`src/rtl/ssp_pkg.sv`:
```
/*
 * constants and types shared by the synchronous serial port.
 * assumes a single clock domain; the link pins are sampled as synchronous inputs.
 */
package ssp_pkg;

	localparam int DATA_W     = 16;
	localparam int FIFO_DEPTH = 8;
	localparam int EDGE_W     = 5;

	// frame size is held as bits minus one; 4 to 16 bits
	localparam logic [3:0] SIZE_M1_MIN = 4'h3;
	localparam logic [3:0] WORD_MSB    = 4'hf;
	// last edge index of the lead-in period and of the command byte
	localparam logic [EDGE_W-1:0] PRE_LAST = 5'h01;
	localparam logic [EDGE_W-1:0] CMD_LAST = 5'h0f;
	localparam logic [7:0] CMD_PAD     = 8'h00;
	localparam logic [DATA_W-1:0] WORD_ZERO = 16'h0000;
	// idle levels of the frame line and the fixed-format clock: select is active low, sync pulse active high
	localparam logic SEL_IDLE  = 1'b1;
	localparam logic SYNC_IDLE = 1'b0;
	localparam logic SCLK_IDLE_FIXED = 1'b0;

	typedef enum logic [1:0] {
		FMT_SPI  = 2'b00,
		FMT_SYNC = 2'b01,
		FMT_CMD  = 2'b10
	} ssp_fmt_type;

	typedef enum logic [2:0] {
		ST_IDLE = 3'b000,
		ST_PRE  = 3'b001,
		ST_CMD  = 3'b010,
		ST_DATA = 3'b011,
		ST_END  = 3'b100
	} ssp_state_type;

	typedef struct packed {
		logic        enable;
		logic        master;
		logic [1:0]  fmt;
		logic [3:0]  size_m1;
		logic        cpol;
		logic        cpha;
		logic        loopback;
		logic        slave_tx_off;
		logic [7:0]  prescale;
		logic [7:0]  divider;
	} ssp_cfg_type;

	typedef struct packed {
		logic sclk;
		logic frm;
		logic data;
	} ssp_link_type;

endpackage

```
`src/rtl/ssp_port.sv`:
```
/*
 * synchronous serial port: word fifos in both directions, a serial engine for
 * three frame formats, master clock generation and slave operation.
 * assumes link inputs are synchronous to MCLK and the configuration is only
 * changed while the port is idle.
 */
//
// Behaviour
// - the link has four wires: transmit data, receive data, serial clock and frame.
// - three frame formats are selectable: select-framed spi, sync pulse, and command.
// - the frame carries 4 to 16 bits as configured, both ends agreeing.
// - received bits are shifted into words and fifo words are shifted out serially.
// - transmit and receive each have their own eight-entry fifo of 16-bit words.
// - the port is master, driving clock and frame, or slave, taking them from outside.
// - a slave can be told to leave its transmit line undriven.
// - as master the bit clock comes from MCLK through a prescaler and then a divider.
// - loopback feeds the transmit line straight back to the receiver.
`timescale 1ns/10ps
module ssp_port
	import ssp_pkg::*;
#(
	parameter int DEPTH = FIFO_DEPTH
) (
	input  wire logic                MCLK,
	input  wire logic                RST_N,
	input  wire ssp_cfg_type         CFG,
	input  wire logic                TX_VALID,
	input  wire logic [DATA_W-1:0]   TX_DATA,
	output logic                     TX_READY,
	output logic                     RX_VALID,
	output logic [DATA_W-1:0]        RX_DATA,
	input  wire logic                RX_READY,
	input  wire ssp_link_type        LINK_I,
	output ssp_link_type             LINK_O,
	output ssp_link_type             LINK_OE,
	output logic                     BUSY
);

	localparam int PTR_W = $clog2(DEPTH);

	if (DEPTH < 2 || (DEPTH & (DEPTH - 1)) != 0) begin : g_depth_chk
		$error("fifo depth must be a power of two of at least two");
	end

	////////////////////////////////////////////////////////////////////////////////
	// state
	ssp_state_type             state_q, state_d;
	logic [EDGE_W-1:0]         edge_q, edge_d;
	logic [DATA_W-1:0]         tx_sr_q, tx_sr_d, rx_sr_q, rx_sr_d, hold_q, hold_d;
	logic [7:0]                pre_q, pre_d, div_q, div_d;
	logic                      sclk_prev_q, frm_prev_q;
	ssp_link_type              out_q, out_d, oe_q, oe_d;
	logic                      busy_q;
	logic [DATA_W-1:0]         tx_mem_q [DEPTH];
	logic [DATA_W-1:0]         tx_mem_d [DEPTH];
	logic [DATA_W-1:0]         rx_mem_q [DEPTH];
	logic [DATA_W-1:0]         rx_mem_d [DEPTH];
	logic [PTR_W-1:0]          tx_wr_q, tx_wr_d, tx_rd_q, tx_rd_d;
	logic [PTR_W-1:0]          rx_wr_q, rx_wr_d, rx_rd_q, rx_rd_d;
	logic [PTR_W:0]            tx_cnt_q, tx_cnt_d, rx_cnt_q, rx_cnt_d;
	logic                      tx_ready_q, rx_valid_q;
	logic [DATA_W-1:0]         rx_data_q;

	////////////////////////////////////////////////////////////////////////////////
	// format decode
	ssp_fmt_type               fmt;
	logic [3:0]                size_m1;
	logic                      cpha_eff, cpol_eff, frm_idle, lead, sample_ev, shift_ev;
	logic                      half_tick, pin_edge, tick, rx_line, in_frame, slave_start;
	logic                      pop_tx, push_rx, last;
	logic [EDGE_W-1:0]         last_edge;
	logic [DATA_W-1:0]         tx_word;

	always_comb begin
		unique case (CFG.fmt)
			2'b01:   fmt = FMT_SYNC;
			2'b10:   fmt = FMT_CMD;
			default: fmt = FMT_SPI;
		endcase
	end

	assign size_m1  = (CFG.size_m1 < SIZE_M1_MIN) ? SIZE_M1_MIN : CFG.size_m1;
	assign cpha_eff = (fmt == FMT_SPI) ? CFG.cpha : (fmt == FMT_SYNC);
	assign cpol_eff = (fmt == FMT_SPI) ? CFG.cpol : SCLK_IDLE_FIXED;
	assign frm_idle = (fmt == FMT_SYNC) ? SYNC_IDLE : SEL_IDLE;
	assign in_frame = (state_q == ST_CMD) || (state_q == ST_DATA);
	assign lead     = ~edge_q[0];

	////////////////////////////////////////////////////////////////////////////////
	// bit clock: half period is (prescale+1)*(divider+1) MCLK cycles
	always_comb begin
		pre_d = pre_q;
		div_d = div_q;
		if (state_q == ST_IDLE) begin
			pre_d = CFG.prescale;
			div_d = CFG.divider;
		end else if (pre_q != 8'h00) begin
			pre_d = pre_q - 8'h01;
		end else begin
			pre_d = CFG.prescale;
			div_d = (div_q == 8'h00) ? CFG.divider : div_q - 8'h01;
		end
	end

	assign half_tick   = (state_q != ST_IDLE) && pre_q == 8'h00 && div_q == 8'h00;
	assign pin_edge    = (LINK_I.sclk != sclk_prev_q) && (state_q != ST_IDLE);
	assign tick        = CFG.master ? half_tick : pin_edge;
	assign rx_line     = CFG.loopback ? out_q.data : LINK_I.data;
	assign sample_ev   = tick && in_frame && (lead ^ cpha_eff);
	assign shift_ev    = tick && in_frame && !(lead ^ cpha_eff) && edge_q != '0;
	assign slave_start = (fmt == FMT_SYNC) ? (sclk_prev_q && !LINK_I.sclk && LINK_I.frm)
	                                       : (frm_prev_q && !LINK_I.frm);
	assign tx_word     = (tx_cnt_q != '0) ? tx_mem_q[tx_rd_q] << (WORD_MSB - size_m1)
	                                      : WORD_ZERO;

	always_comb begin
		unique case (state_q)
			ST_PRE:  last_edge = PRE_LAST;
			ST_CMD:  last_edge = CMD_LAST;
			default: last_edge = {size_m1, 1'b1};
		endcase
	end
	assign last = tick && edge_q == last_edge;

	////////////////////////////////////////////////////////////////////////////////
	// serial engine
	always_comb begin
		state_d = state_q;
		edge_d  = edge_q;
		tx_sr_d = tx_sr_q;
		rx_sr_d = rx_sr_q;
		hold_d  = hold_q;
		out_d   = out_q;
		pop_tx  = 1'b0;
		push_rx = 1'b0;
		unique case (state_q)
			ST_IDLE: begin
				out_d.sclk = cpol_eff;
				out_d.frm  = frm_idle;
				edge_d     = '0;
				rx_sr_d    = WORD_ZERO;
				if (CFG.enable && CFG.master && tx_cnt_q != '0) begin
					pop_tx  = 1'b1;
					hold_d  = tx_word;
					tx_sr_d = (fmt == FMT_CMD) ? {tx_mem_q[tx_rd_q][7:0], CMD_PAD} : tx_word;
					out_d.frm = ~frm_idle;
					state_d = (fmt == FMT_SYNC) ? ST_PRE :
					          (fmt == FMT_CMD) ? ST_CMD : ST_DATA;
				end else if (CFG.enable && !CFG.master && slave_start) begin
					pop_tx  = tx_cnt_q != '0;
					hold_d  = tx_word;
					tx_sr_d = (fmt == FMT_CMD) ? WORD_ZERO : tx_word;
					state_d = (fmt == FMT_CMD) ? ST_CMD : ST_DATA;
				end
			end
			ST_PRE, ST_CMD, ST_DATA: begin
				if (tick) begin
					edge_d = edge_q + 5'h01;
					if (CFG.master) begin
						out_d.sclk = ~out_q.sclk;
					end
				end
				if (sample_ev) begin
					rx_sr_d = {rx_sr_q[DATA_W-2:0], rx_line};
				end
				if (shift_ev) begin
					tx_sr_d = {tx_sr_q[DATA_W-2:0], 1'b0};
				end
				if (last) begin
					edge_d  = '0;
					state_d = ST_DATA;
					if (state_q == ST_PRE) begin
						out_d.frm = SYNC_IDLE;
					end else if (state_q == ST_CMD) begin
						rx_sr_d = WORD_ZERO;
						tx_sr_d = CFG.master ? WORD_ZERO : hold_q;
					end else begin
						push_rx = 1'b1;
						state_d = CFG.master ? ST_END : ST_IDLE;
					end
				end
				if (!CFG.master && fmt != FMT_SYNC && LINK_I.frm) begin
					state_d = ST_IDLE;
				end
			end
			ST_END: begin
				out_d.frm = frm_idle;
				if (tick) begin
					state_d = ST_IDLE;
				end
			end
			default: state_d = ST_IDLE;
		endcase
		out_d.data   = tx_sr_d[DATA_W-1];
		oe_d.sclk    = CFG.enable && CFG.master;
		oe_d.frm     = CFG.enable && CFG.master;
		oe_d.data    = CFG.enable && (CFG.master ||
		               (state_d != ST_IDLE && !CFG.slave_tx_off));
	end

	////////////////////////////////////////////////////////////////////////////////
	// fifos
	always_comb begin
		tx_mem_d = tx_mem_q;
		rx_mem_d = rx_mem_q;
		tx_wr_d  = tx_wr_q;
		tx_rd_d  = tx_rd_q;
		rx_wr_d  = rx_wr_q;
		rx_rd_d  = rx_rd_q;
		tx_cnt_d = tx_cnt_q;
		rx_cnt_d = rx_cnt_q;
		if (TX_VALID && tx_ready_q) begin
			tx_mem_d[tx_wr_q] = TX_DATA;
			tx_wr_d  = tx_wr_q + 1'b1;
			tx_cnt_d = tx_cnt_d + 1'b1;
		end
		if (pop_tx) begin
			tx_rd_d  = tx_rd_q + 1'b1;
			tx_cnt_d = tx_cnt_d - 1'b1;
		end
		if (push_rx && rx_cnt_q != (PTR_W+1)'(DEPTH)) begin
			rx_mem_d[rx_wr_q] = rx_sr_d;
			rx_wr_d  = rx_wr_q + 1'b1;
			rx_cnt_d = rx_cnt_d + 1'b1;
		end
		if (RX_READY && rx_valid_q) begin
			rx_rd_d  = rx_rd_q + 1'b1;
			rx_cnt_d = rx_cnt_d - 1'b1;
		end
	end

	////////////////////////////////////////////////////////////////////////////////
	// registers
	always_ff @(posedge MCLK) begin
		if (!RST_N) begin
			state_q     <= ST_IDLE;
			edge_q      <= '0;
			tx_sr_q     <= WORD_ZERO;
			rx_sr_q     <= WORD_ZERO;
			hold_q      <= WORD_ZERO;
			pre_q       <= 8'h00;
			div_q       <= 8'h00;
			sclk_prev_q <= 1'b0;
			frm_prev_q  <= SEL_IDLE;
			out_q       <= '{sclk: 1'b0, frm: SEL_IDLE, data: 1'b0};
			oe_q        <= '0;
			busy_q      <= 1'b0;
			tx_mem_q    <= '{default: WORD_ZERO};
			rx_mem_q    <= '{default: WORD_ZERO};
			tx_wr_q     <= '0;
			tx_rd_q     <= '0;
			rx_wr_q     <= '0;
			rx_rd_q     <= '0;
			tx_cnt_q    <= '0;
			rx_cnt_q    <= '0;
			tx_ready_q  <= 1'b0;
			rx_valid_q  <= 1'b0;
			rx_data_q   <= WORD_ZERO;
		end else begin
			state_q     <= state_d;
			edge_q      <= edge_d;
			tx_sr_q     <= tx_sr_d;
			rx_sr_q     <= rx_sr_d;
			hold_q      <= hold_d;
			pre_q       <= pre_d;
			div_q       <= div_d;
			sclk_prev_q <= LINK_I.sclk;
			frm_prev_q  <= LINK_I.frm;
			out_q       <= out_d;
			oe_q        <= oe_d;
			busy_q      <= state_d != ST_IDLE;
			tx_mem_q    <= tx_mem_d;
			rx_mem_q    <= rx_mem_d;
			tx_wr_q     <= tx_wr_d;
			tx_rd_q     <= tx_rd_d;
			rx_wr_q     <= rx_wr_d;
			rx_rd_q     <= rx_rd_d;
			tx_cnt_q    <= tx_cnt_d;
			rx_cnt_q    <= rx_cnt_d;
			tx_ready_q  <= tx_cnt_d != (PTR_W+1)'(DEPTH);
			rx_valid_q  <= rx_cnt_d != '0;
			rx_data_q   <= rx_mem_d[rx_rd_d];
		end
	end

	assign TX_READY = tx_ready_q;
	assign RX_VALID = rx_valid_q;
	assign RX_DATA  = rx_data_q;
	assign LINK_O   = out_q;
	assign LINK_OE  = oe_q;
	assign BUSY     = busy_q;
endmodule // ssp_port
```
`config.mk`:
```
export PLATFORM = sky130hd
export DESIGN_NAME = ssp_port
export DESIGN_NICKNAME = d
export VERILOG_FILES = /design/src/rtl/ssp_pkg.sv /design/src/rtl/ssp_port.sv
export SDC_FILE = /design/constraint.sdc
export NUM_CORES = 1
export LEC_CHECK = 0
export BUFFER_PORTS_ARGS = -buffer_cell sky130_fd_sc_hd__buf_2
export CAP_MARGIN = 40
export CORE_ASPECT_RATIO = 1.2
export CORE_MARGIN = 2
export CORE_UTILIZATION = 45
export CTS_CLUSTER_DIAMETER = 50
export CTS_CLUSTER_SIZE = 40
export DETAILED_ROUTE_END_ITERATION = 10
export PLACE_DENSITY_LB_ADDON = 0.05
export RECOVER_POWER = 25
export SKIP_LAST_GASP = 1
export SLEW_MARGIN = 20
export SYNTH_ARGS = -nofsm -noshare
export SYNTH_HDL_FRONTEND = slang
export SYNTH_SLANG_ARGS = --single-unit
```
`constraint.sdc`:
```
create_clock -name MCLK -period 3.5 [get_ports MCLK]
set_input_delay 0.525 -clock MCLK [delete_from_list [all_inputs] [get_ports MCLK]]
set_output_delay 0.525 -clock MCLK [all_outputs]
set_load 0.01 [all_outputs]
```
# Yosys cells after proc, flatten, opt, wreduce, memory -nomap -nowiden
# Cells that the tools add are included.
[word_totals]
reg_bits = 373
input_bits = 51
out_inout_bits = 25
word_cells = 215
[classes]
n_mux = 78
magnitude_cmp = 7
shift = 1
n_bitwise = 7
n_addsub = 12
n_reduce_logical = 50
eq_ne = 20
[ops]
columns = ["cell", "n"]
rows = [
  ["16-bit 2-to-1 mux", 22],
  ["128-bit bitwise mux", 2],
  ["128-bit 2-to-1 mux", 1],
  ["16-bit binary-select mux with 3-bit select", 2],
  ["16-bit demux with 3-bit select", 2],
  ["16-bit case mux with 2 select lines", 2],
  ["8-bit 2-to-1 mux", 5],
  ["3-bit 2-to-1 mux", 10],
  ["1-bit logical AND", 24],
  ["4-bit 2-to-1 mux", 5],
  ["5-bit case mux with 2 select lines", 2],
  ["1-bit 2-to-1 mux", 19],
  ["4-bit greater-or-equal comparator, second input constant", 4],
  ["8-bit zero test", 2],
  ["3-bit inverter with 4-bit output", 4],
  ["16-bit by 4-bit left shift with 16-bit output", 1],
  ["8-bit by 1-bit subtractor with 8-bit output, second input constant", 2],
  ["3-bit by 1-bit adder with 3-bit output, second input constant", 4],
  ["5-bit 2-to-1 mux", 2],
  ["2-bit != test, second input constant", 5],
  ["3-bit case mux with 3 select lines", 1],
  ["3-bit nonzero test", 3],
  ["4-bit by 1-bit adder with 4-bit output, second input constant", 2],
  ["4-bit by 1-bit less-than comparator with 1-bit output, second input constant", 2],
  ["other kinds (31)", 47],
]

# Longest topological paths before layout
# Gate-level depths: netlist (run 1).
[depth]
word_depth = 16
ltp_mapped = 14
mapped_depth_nobuf = 12

# Least setup slack after synthesis (run 1)
# Ideal clock, no wire load.
[synth_path]
path_type = "input port to flip-flop"
start = "in CFG[22] (netlist name)"
end = "reg rx_valid_q (netlist: RX_VALID)"
arrival_ns = 3.108
slack_ns = 0.272
required_time_ns = 3.380
path_buffers = 3
path_stages = 14
cell_sequence = "buf_2 o21ba_1 buf_2 a221oi_2 xor2_1 a211o_4 buf_6 nor3_4 xnor2_1 ha_1 and3_1 nor3_1 and3b_1 a211o_1"
[synth_between]
elab_chain_cells = 12
[synth_rtl]
columns = ["element", "line_no", "text"]
rows = [
  ["start: declaration", "ssp_port.sv:26", "input wire ssp_cfg_type CFG,"],
  ["4-bit by 2-bit less-than comparator with 1-bit output", "ssp_port.sv:82", "assign size_m1 = (CFG.size_m1 < SIZE_M1_MIN) ? SIZE_M1_MIN : CFG.size_m1;"],
  ["4-bit 2-to-1 mux (*)", "ssp_port.sv:82", ""],
  ["5-bit case mux with 2 select lines (*)", "ssp_port.sv:117", "unique case (state_q)"],
  ["5-bit equality test (*)", "ssp_port.sv:123", "assign last = tick && edge_q == last_edge;"],
  ["1-bit logical AND (*)", "ssp_port.sv:123", ""],
  ["1-bit 2-to-1 mux (*)", "ssp_port.sv:169", "if (last) begin"],
  ["1-bit 2-to-1 mux (*)", "ssp_port.sv:136", "unique case (state_q)"],
  ["1-bit logical AND (*)", "ssp_port.sv:221", "if (push_rx && rx_cnt_q != (PTR_W+1)'(DEPTH)) begin"],
  ["4-bit 2-to-1 mux (*)", "ssp_port.sv:221", ""],
  ["4-bit by 1-bit subtractor with 4-bit output", "ssp_port.sv:228", "rx_cnt_d = rx_cnt_d - 1'b1;"],
  ["4-bit 2-to-1 mux (*)", "ssp_port.sv:226", "if (RX_READY && rx_valid_q) begin"],
  ["4-bit nonzero test (*)", "ssp_port.sv:281", "rx_valid_q <= rx_cnt_d != '0;"],
  ["end signal: assignment", "ssp_port.sv:257", "rx_valid_q <= 1'b0;"],
  ["end signal: assignment", "ssp_port.sv:281", ""],
  ["end: declaration", "ssp_port.sv:61", "logic tx_ready_q, rx_valid_q;"],
]
# Mark *: on every way between the ends. The rest lies on a longest branch, timed or not.
# A chain may end at the register's enable or synchronous reset.

# Worst setup path after layout (run 1)
[layout_path]
start = "reg div_q[3]"
end = "reg rx_data_q[1] (netlist: RX_DATA[1])"
[layout_between]
elab_chain_cells = 15
word_cells_on_any_way = 19
[layout_rtl]
columns = ["element", "line_no", "text"]
rows = [
  ["start: declaration", "ssp_port.sv:50", "logic [7:0] pre_q, pre_d, div_q, div_d;"],
  ["start signal: assignment", "ssp_port.sv:266", "div_q <= div_d;"],
  ["8-bit zero test (*)", "ssp_port.sv:105", "assign half_tick = (state_q != ST_IDLE) && pre_q == 8'h00 && div_q == 8'h00;"],
  ["1-bit logical AND (*)", "ssp_port.sv:105", ""],
  ["1-bit 2-to-1 mux (*)", "ssp_port.sv:107", "assign tick = CFG.master ? half_tick : pin_edge;"],
  ["1-bit logical AND (2 in series)", "ssp_port.sv:109", "assign sample_ev = tick && in_frame && (lead ^ cpha_eff);"],
  ["16-bit 2-to-1 mux", "ssp_port.sv:163", "if (sample_ev) begin"],
  ["16-bit 2-to-1 mux", "ssp_port.sv:174", "end else if (state_q == ST_CMD) begin"],
  ["16-bit 2-to-1 mux", "ssp_port.sv:172", "if (state_q == ST_PRE) begin"],
  ["16-bit 2-to-1 mux", "ssp_port.sv:169", ""],
  ["16-bit case mux with 2 select lines", "ssp_port.sv:136", ""],
  ["128-bit bitwise mux", "ssp_port.sv:222", "rx_mem_d[rx_wr_q] = rx_sr_d;"],
  ["128-bit 2-to-1 mux (*)", "ssp_port.sv:221", ""],
  ["16-bit binary-select mux with 3-bit select (*)", "ssp_port.sv:282", "rx_data_q <= rx_mem_d[rx_rd_d];"],
  ["16-bit 2-to-1 mux (not written as such) (*) (2 in series)", "ssp_port.sv:282", ""],
  ["end signal: assignment", "ssp_port.sv:282", ""],
  ["end: declaration", "ssp_port.sv:62", "logic [DATA_W-1:0] rx_data_q;"],
]
# Mark *: on every way between the ends. The rest lies on a longest branch, timed or not. The select of a mux whose other input is x is not followed.

==> results of run 1 <==
==> cells by family (layout without fill, tap and decap cells) <==
group                    after synthesis  in the layout
XOR/XNOR                              35             35
flip-flops                           373            373
adder cells (fa/ha/maj)               19             19
multiplexers                          92             92
AND/OR/NAND/NOR                      633            633
buffers and inverters                213            295
AO/OA/AOI/OAI                        758            758
==> final cells by class <==
cell class              count  area share
flip-flops and latches    373       0.356
clock buffers              50      0.0544
multi-input cells        1537       0.475
repair buffers            198      0.0660
inverters                  23     0.00411
well taps                 533      0.0318
clock inverters            24      0.0128
==> registers in the layout (all words and copies together) (netlist names) <==
register and flops:
rx_mem_q 128, tx_mem_q 128, RX_DATA 16, hold_q 16
rx_sr_q 16, tx_sr_q 16, div_q 8, pre_q 8
edge_q 5, rx_cnt_q 4, tx_cnt_q 4, rx_rd_q 3
rx_wr_q 3, state_q 3, tx_rd_q 3, tx_wr_q 3
LINK_OE 2, LINK_O 2, BUSY 1, RX_VALID 1
TX_READY 1, frm_prev_q 1, sclk_prev_q 1
==> how the worst max path moves through the flow <==
stage	slack, ns	endpoint	cells after the start
3_5_place_dp	0.1	RX_DATA[6]	10
3_3_place_gp	0.08	RX_DATA[2]	11
5_1_grt	0.004	RX_VALID	11
2_1_floorplan	0.27	RX_VALID	14
4_1_cts	0.19	RX_DATA[1]	11
6_report	0.20	RX_DATA[1]	10
==> routing by layer <==
layer | wire (um) | global-route usage
met1 | 24300 | 0.348
met2 | 28600 | 0.480
met3 | 3450 | 0.0360
met4 | 2680 | 0.128
met5 | 37 | 0
==> Yosys cell counts, drive strengths merged (18+ instances only) <==
cell type,instances,area (um^2)
buf,46,233
nand2,346,1300
xnor2,21,184
a21oi,204,1020
a22oi,53,448
inv,22,82.6
clkbuf,144,554
ha,19,238
nor3,26,141
o221ai,78,683
nand3,23,115
a21boi,133,998
and4,18,158
and2,27,171
o21ai,172,868
dfxtp,373,7470
mux2i,44,440
mux4,33,743
nor2,73,277
nor2b,40,250
==> timing repair <==
item	4_1_cts	5_1_grt
hold buffers	0	0
setup endpoints to repair	0	7
hold endpoints to repair	0	0
gates resized for setup	0	3
buffers inserted	0	0
==> through the flow <==
stage                     cell area (um^2)  utilization
final                                21000        0.526
after CTS                            21100        0.527
after detailed placement             19600        0.492
after floorplan                      18300            -
after global placement               19500        0.489
after global routing                 21000        0.526
==> power by group <==
group / internal (mW) / switching, mW / total (mW)
combinational: 0.887 / 1.74 / 2.62
clock: 2.60 / 1.93 / 4.53
sequential: 4.44 / 0.164 / 4.60
total: 7.92 / 3.83 / 11.7
==> metrics.md, run 1 <==
| Metric | Value |
|---|---|
| Initial antenna violation count | `3` |
| Die H | `225 um` |
| Post-place setup slack | `0.0952 ns` |
| CP peak stage delay | `0.51 ns` |
| Starting density of the core | `0.457` |
| Sequential fraction of the synthesis area | `0.409` |
| TritonCTS Buffers | `41` |
| Antenna Cells | `0` |
| First-pass GRT wire length | `92800 um` |
| FF-to-FF End | `RX_DATA[1]` |
| Area occupied by multi-input gates | `0.00997 mm^2` |
| Max-Cap Viols | `1` |
| Worst path cell trace | `nor4_1 -> nand3_1 -> o21ai_2 -> nand3_1 -> nor2_2 -> or2_1 -> buf_4 -> o221ai_1 -> and4_1 -> o221ai_1` |
| Layout cell share with drive strength beyond 1 | `0.151` |
| Fin crit period | `3.30 ns` |
| H-tree depth | `2` |
| Crit. End Element | `register` |
| Post-synthesis xor/xnor area fraction | `0.0168` |
| CTS tree | `built` |
| EDFF count, synth | `0` |
| Simple-gate area share of the yosys netlist | `0.163` |
| Die area | `0.0422 mm^2` |
| Worst path required time | `3.97 ns` |
| Register Area | `0.00747 mm^2` |
| Setup ws final | `0.202 ns` |
| Fin. Hold Viols | `0` |
| Async SR Flop Fraction | `0` |
| Worst vdd ir | `0.000376 V` |
| Failing checks | `capacitance limit, slew limit` |
| F_max | `0.303 GHz` |
| Setup crit start kind | `register` |
| Crit Path Category | `reg2reg` |
| Syn avg cell area | `8.60 um^2` |
| Setup TNS | `0 ns` |
| Buffer depth of the longest clock path | `3` |
| I/O Buffers | `75` |
| Hold endpoint | `sclk_prev_q` |
| Slew HR | `-0.290` |
| Most frequent cells in the layout | `dfxtp_1, nand2_1, a21oi_1, o21ai_0, a21boi_0` |
| Outcome | `complete, but fails checks` |
| Largest family of logic cells by synthesized area | `compound AO/OA/AOI/OAI gates` |
| Synth Area in Adders | `0.0130` |
| Core area | `0.0399 mm^2` |
| Synth Instances | `2123` |
| Gpl congestion | `0.859` |
| Final ANT Viol Nets | `0` |
| Leak pwr | `7.48 nW` |
| Routed length per placed instance | `21.6 um` |
| Placed Cells | `2663` |
| Slew @ Worst Pin | `1.93 ns` |
| Min-Delay Path Class | `in2reg` |
| Final total power | `11.7 mW` |
| CTS root buf | `clkbuf_16` |
| Nets | `2244` |
| Hpwl dp | `38200 um` |
| Most used flip-flop cell after synthesis | `dfxtp_1` |
| Post-Syn Nets | `2193` |
| Worst endpoint data arrival time | `3.76 ns` |
| Final setup fails | `0` |
| Clk slew on worst S/H paths | `0.06 ns` |
| Clock sinks | `373` |
| Clock latency on the worst-skew pair | `0.56 ns` |
| Synthesis-to-layout area growth | `15.0%` |
| Wirelength, routed | `59100 um` |
| Clock Skew | `0.0261 ns` |
| Worst hold slack | `0.190 ns` |
| Drt drc | `0` |
| Unique masters post-synth | `78` |
| Vias in the first global route | `16333` |
| Tcrit/Tclk final | `0.942` |
| HP Start | `LINK_I[2]` |
| Max Slew Vio Count | `58` |
| CP max-delay cell | `nor4_1` |
| Worst hold path depth | `2` |
| Worst reg-to-reg setup slack | `0.20 ns` |
| Grt total ovfl | `0` |
| Drt pass-1 iters | `5` |
| Vias/cell | `6.05` |
| Crit Path Max Fanout | `12` |
| Area fraction in compound gates after synthesis | `0.276` |
| Die width | `188 um` |
| Fin cells | `2738` |
| Cell Area, Synth | `0.0183 mm^2` |
| Largest net degree at the start of global routing | `85` |
| Tot GR Track Use | `0.279` |
| Fillers | `3778` |
| RSZ-0062 raised after global routing | `no` |
| Warning count from the yosys run | `0` |
| Row count | `80` |
| Pwr per Cell Area | `560 mW/mm^2` |
| Worst r2r path cells | `10` |
| Commonest non-fill, non-tap cell in the layout | `dfxtp_1` |
| DR vias | `16553` |
| WP buf/inv | `1` |
| Multiplexer share of the synthesized area | `0.0741` |
| Crit path from | `div_q[3]` |
| Ports | `76` |
| Largest delay share family, worst path | `simple AND/OR/NAND/NOR gates` |
| Reg2reg start | `div_q[3]` |
| Drt first-iter violations | `1418` |
| Yosys reg bits | `373` |
No activity file was read; power rests on OpenSTA's default activity.
==> run 2, diff against run 1 <==
--- a/config.mk
+++ b/config.mk
@@ -8,8 +8,8 @@
 export BUFFER_PORTS_ARGS = -buffer_cell sky130_fd_sc_hd__buf_2
 export CAP_MARGIN = 40
 export CORE_ASPECT_RATIO = 1.2
-export CORE_MARGIN = 2
 export CORE_UTILIZATION = 45
+export CTS_BUF_LIST = sky130_fd_sc_hd__clkbuf_4
 export CTS_CLUSTER_DIAMETER = 50
 export CTS_CLUSTER_SIZE = 40
 export DETAILED_ROUTE_END_ITERATION = 10
==> run 2 against run 1 <==
Effect of this change: the run now ends clean; final area decreased by 2.9%; combinational power about the same; core utilization decreased by 1.4 points; die area decreased by 1.9%; count of clock-buffer cells in the layout decreased by 8; hold slack got worse by 0.14 ns; sequential power about the same; clock power decreased by 40%; first-iteration DRC count decreased by 7.1%; global-route usage increased by 0.79 points; largest cell class unchanged; largest power group unchanged.
==> metrics.md, run 2 (synthesized netlist as in run 1, its figures left out) <==
| Metric | Value |
|---|---|
| Outcome | `complete, no violations` |
| Pwr per Cell Area | `487 mW/mm^2` |
| Setup TNS | `0 ns` |
| Commonest non-fill, non-tap cell in the layout | `dfxtp_1` |
| Final setup fails | `0` |
| Die H | `223 um` |
| Fin. Hold Viols | `0` |
| Tot GR Track Use | `0.286` |
| Vias in the first global route | `16046` |
| Fillers | `3825` |
| Setup crit start kind | `register` |
| Nets | `2250` |
| Drt first-iter violations | `1318` |
| Vias/cell | `6.01` |
| Post-CTS Setup Bufs | `0` |
| Ports | `76` |
| Synthesis-to-layout area growth | `11.7%` |
| Clock sinks | `373` |
| Crit Path Max Fanout | `12` |
| Final total power | `9.93 mW` |
| Die width | `186 um` |
| Worst path required time | `4.15 ns` |
| Core area | `0.0398 mm^2` |
| Crit. End Element | `register` |
| Clock Skew | `0.0516 ns` |
| F_max | `0.299 GHz` |
| First-pass GRT wire length | `92000 um` |
| Max-Cap Viols | `0` |
| Worst endpoint data arrival time | `3.99 ns` |
| Max Slew Vio Count | `0` |
| Min-Delay Path Class | `in2reg` |
| CTS root buf | `clkbuf_4` |
| Tcrit/Tclk final | `0.955` |
| Clock latency on the worst-skew pair | `0.79 ns` |
| Hpwl dp | `37000 um` |
| Most frequent cells in the layout | `dfxtp_1, nand2_1, a21oi_1, o21ai_0, a21boi_0` |
| Fin crit period | `3.34 ns` |
| CTS tree | `built` |
| Clk slew on worst S/H paths | `0.13 ns` |
| Area occupied by multi-input gates | `0.0100 mm^2` |
| Row count | `80` |
| Wirelength, routed | `59200 um` |
| Slew @ Worst Pin | `0.966 ns` |
| I/O Buffers | `75` |
| DR vias | `16494` |
| Grt total ovfl | `0` |
| Starting density of the core | `0.458` |
| Crit Path Category | `reg2reg` |
| TritonCTS Buffers | `40` |
| Worst reg-to-reg setup slack | `0.16 ns` |
| Largest net degree at the start of global routing | `268` |
| Buffer depth of the longest clock path | `3` |
| Layout cell share with drive strength beyond 1 | `0.159` |
| Drt drc | `0` |
| Largest registers | `rx_mem_q: 128 flops, tx_mem_q: 128 flops` |
| H-tree depth | `2` |
| Gpl congestion | `0.852` |
| Leak pwr | `7.27 nW` |
| Worst vdd ir | `0.000252 V` |
| Slew HR | `0.356` |
| Final ANT Viol Nets | `0` |
| Routed length per placed instance | `21.6 um` |
| Register Area | `0.00747 mm^2` |
| RSZ-0062 raised after global routing | `yes` |
| Initial antenna violation count | `1` |
| Die area | `0.0414 mm^2` |
| Drt pass-1 iters | `6` |
==> run 2: cell types whose count changed in the layout (fill, tap and decap cells not counted), moves of 3 or more <==
cell and delta:
buf_4 -5, clkinv_4 -3, buf_2 +25, dlygate4sd3_1 +23, clkbuf_16 -43, clkbuf_8 -5
inv_8 +7, clkbuf_4 +42, clkbuf_1 -33
==> run 2: power by group <==
part / switching, mW / internal [mW] / total (mW)
Combinational: 1.73 / 0.866 / 2.60
Clock: 1.80 / 0.942 / 2.74
Sequential: 0.155 / 4.44 / 4.59
==> run 2: worst paths after layout <==
check,startpoint,endpoint,depth (start not counted)
setup / recovery,div_q[3],RX_VALID,11
hold / removal,CFG[0],div_q[0],3
setup reg to reg,div_q[3],RX_VALID,11
hold reg to reg,hold_q[11],hold_q[11],2
==> run 2: stage by stage <==
step	instances	setup slack (ns)	area, um^2	utilization	hold WS [ns]
detailed placement	2647	0.145	19500	0.489	0.452
finish	2746	0.158	20400	0.512	0.0471
global route	2746	0.000481	20400	0.512	0.00148
global placement	2642	0.122	19400	0.487	0.443
CTS	2743	0.212	20400	0.511	0.00134
floorplan	2123	0.272	18300	-	0.434
==> run 2: area by class of cell <==
type	count	share of cell area
Multi-Input combinational cell	1537	0.491
Sequential cell	373	0.367
Timing Repair Buffer	205	0.0730
Tap cell	533	0.0327
Clock inverter	32	0.0169
Clock buffer	42	0.0155
Inverter	23	0.00424
Antenna cell	1	0.000123
==> run 2: what timing repair did <==
item                                    4_1_cts  5_1_grt
hold endpoints to repair                     55        1
hold buffers                                 22        1
endpoints found under the setup margin        0        2
resized for setup                             0        1
==> run 2: routing by layer <==
layer,track usage,wire length (um),vias to the layer above
met4,0.129,2580,0
met1,0.361,24700,8009
li1,-,-,7822
met5,0,0,-
met2,0.484,28600,529
met3,0.0361,3250,134
==> run 2: worst max-delay path, stage by stage (launching register included) <==
cell and delay, ns:
dfxtp_1 0.38, nor4_1 0.49, nand3_1 0.34, o21a_1 0.39
buf_12 0.21, nor3_4 0.25, mux2i_1 0.28, ha_1 0.19
and3_1 0.18, o21ai_0 0.09, and3b_1 0.21, a211o_1 0.22
==> run 3, diff against run 2 <==
--- a/config.mk
+++ b/config.mk
@@ -7,13 +7,13 @@
 export LEC_CHECK = 0
 export BUFFER_PORTS_ARGS = -buffer_cell sky130_fd_sc_hd__buf_2
 export CAP_MARGIN = 40
-export CORE_ASPECT_RATIO = 1.2
+export CORE_ASPECT_RATIO = 0.8
 export CORE_UTILIZATION = 45
 export CTS_BUF_LIST = sky130_fd_sc_hd__clkbuf_4
 export CTS_CLUSTER_DIAMETER = 50
 export CTS_CLUSTER_SIZE = 40
 export DETAILED_ROUTE_END_ITERATION = 10
-export PLACE_DENSITY_LB_ADDON = 0.05
+export PLACE_DENSITY = 0.63
 export RECOVER_POWER = 25
 export SKIP_LAST_GASP = 1
 export SLEW_MARGIN = 20
==> run 3 against run 2 <==
Effect of this change: maximum frequency up 1.6%; the flow now finishes with violations (capacitance limit, slew limit); worst setup slack better by 0.052 ns; clock power shrank 5%; first-iteration DRC count is 33% higher; hold slack better by 0.0025 ns; critical path depth did not move; core utilization down 0.55 points; cell count shrank 0.76%; critical path type unchanged.
==> metrics.md, run 3 (synthesized netlist as in run 1, its figures left out) <==
| Metric | Value |
|---|---|
| Gpl congestion | `0.873` |
| Max Slew Vio Count | `35` |
| FF-to-FF End | `RX_DATA[9]` |
| Worst path required time | `4.14 ns` |
| Min-Delay Path Class | `in2reg` |
| Tot GR Track Use | `0.263` |
| Placed Cells | `2637` |
| F_max | `0.304 GHz` |
| Crit Path Category | `reg2reg` |
| Drt first-iter violations | `1747` |
| Fin cells | `2725` |
| Drt drc | `0` |
| Failing checks | `capacitance limit, slew limit` |
| Pwr per Cell Area | `482 mW/mm^2` |
| Reg2reg start | `state_q[2]` |
| Final total power | `9.69 mW` |
| Layout cell share with drive strength beyond 1 | `0.138` |
| Crit. End Element | `register` |
| Tcrit/Tclk final | `0.940` |
| Leak pwr | `7.04 nW` |
| Fin crit period | `3.29 ns` |
| Hpwl dp | `35000 um` |
| Post-layout util | `0.506` |
| Initial antenna violation count | `3` |
| Slew @ Worst Pin | `1.54 ns` |
| Outcome | `complete, but fails checks` |
| Worst hold path depth | `2` |
| Ports | `76` |
| First-pass GRT wire length | `86700 um` |
| Clock Skew | `0.0887 ns` |
| Row count | `65` |
| Register Area | `0.00747 mm^2` |
| Clock latency on the worst-skew pair | `0.78 ns` |
| CTS tree | `built` |
| CP peak stage delay | `0.48 ns` |
| Setup crit start kind | `register` |
| Final ANT Viol Nets | `0` |
| Worst r2r path cells | `11` |
| Post-DP Area | `0.0193 mm^2` |
| Vias/cell | `6.05` |
| DR vias | `16488` |
| Worst endpoint data arrival time | `3.93 ns` |
| Worst vdd ir | `0.000326 V` |
| Most frequent cells in the layout | `dfxtp_1, nand2_1, a21oi_1, o21ai_0, a21boi_0` |
| Synthesis-to-layout area growth | `10.0%` |
| I/O Buffers | `75` |
| WP buf/inv | `2` |
| Die area | `0.0414 mm^2` |
| Setup TNS | `0 ns` |
| Slew HR | `-0.0240` |
| Clk slew on worst S/H paths | `0.13 ns` |
| H-tree depth | `2` |
| Wirelength, routed | `55100 um` |
| Post-place setup slack | `0.0875 ns` |
| TritonCTS Buffers | `37` |
| Clock sinks | `373` |
| Largest delay share family, worst path | `compound AO/OA/AOI/OAI gates` |
| Crit Path Max Fanout | `15` |
| Area occupied by multi-input gates | `0.00997 mm^2` |
| Starting density of the core | `0.460` |
| Vias in the first global route | `15501` |
| Grt total ovfl | `0` |
| Nets | `2229` |
| Fin. Hold Viols | `0` |
| Post-route design area | `0.0201 mm^2` |
| CP max-delay cell | `a211oi_4` |
| Final setup fails | `0` |
| Drt pass-1 iters | `5` |
| Post-CTS Setup Bufs | `0` |
| Largest net degree at the start of global routing | `232` |
| Max-Cap Viols | `1` |
| HP Start | `CFG[15]` |
| Hold endpoint | `pre_q[7]` |
| CTS root buf | `clkbuf_4` |
| Worst path cell trace | `buf_4 -> or3b_1 -> a21oi_2 -> o21ai_2 -> a211oi_4 -> nand3_1 -> o21ai_1 -> buf_4 -> o221ai_1 -> and4_1 -> o221ai_1` |
| Setup ws final | `0.210 ns` |
| RSZ-0062 raised after global routing | `no` |
| Buffer depth of the longest clock path | `3` |
| Commonest non-fill, non-tap cell in the layout | `dfxtp_1` |
| Die H | `182 um` |
| Worst hold slack | `0.0496 ns` |
| Fillers | `3846` |
| Routed length per placed instance | `20.2 um` |
| Worst reg-to-reg setup slack | `0.21 ns` |
| Core area | `0.0397 mm^2` |
| Largest registers | `rx_mem_q: 128 flops, tx_mem_q: 128 flops` |
| Die width | `227 um` |
## run 3: how the worst max path moves through the flow
stage               startpoint          to  slack, ns  cells after the start
floorplan              CFG[22]    RX_VALID       0.27                     14
global placement       CFG[21]  RX_DATA[9]       0.13                     10
detailed placement     CFG[20]  RX_DATA[8]       0.09                     10
CTS                 state_q[1]  RX_DATA[9]       0.10                      9
global route        state_q[2]  RX_DATA[9]      0.005                     10
finish              state_q[2]  RX_DATA[9]       0.21                     11
## run 3: worst reg2reg max path: cells and delay by family, from the launching register on
kind / cells / cell delay (ns)
and+or+nand+nor: 3 / 0.91
DFF: 1 / 0.40
buffers and inverters: 2 / 0.53
AOI/OAI and AO/OA: 6 / 1.37
## run 3: report_power, final
group | total [mW] | switching, mW | internal [mW]
logic | 2.48 | 1.66 | 0.825
clock network | 2.59 | 1.69 | 0.898
registers | 4.61 | 0.171 | 4.44
## run 3: final cells by class
type / count / share of cell area
inverters: 23 / 0.00430
clock buffers: 41 / 0.0153
flip-flops and latches: 373 / 0.372
repair buffers: 187 / 0.0634
diodes: 3 / 0.000374
well taps: 536 / 0.0334
clock inverters: 25 / 0.0151
multi-input cells: 1537 / 0.496
## run 3: layer usage
layer,vias up,part of all wire,track usage
met4,0,0.017,0.0687
li1,7775,-,-
met1,7929,0.46,0.386
met3,82,0.089,0.0520
met5,-,0,0
met2,702,0.43,0.391
## run 3: what timing repair did
item                                    CTS  global route
hold buffers                             17             0
endpoints found under the hold margin    32             0
resized for setup                         0             2
endpoints found under the setup margin    0            13
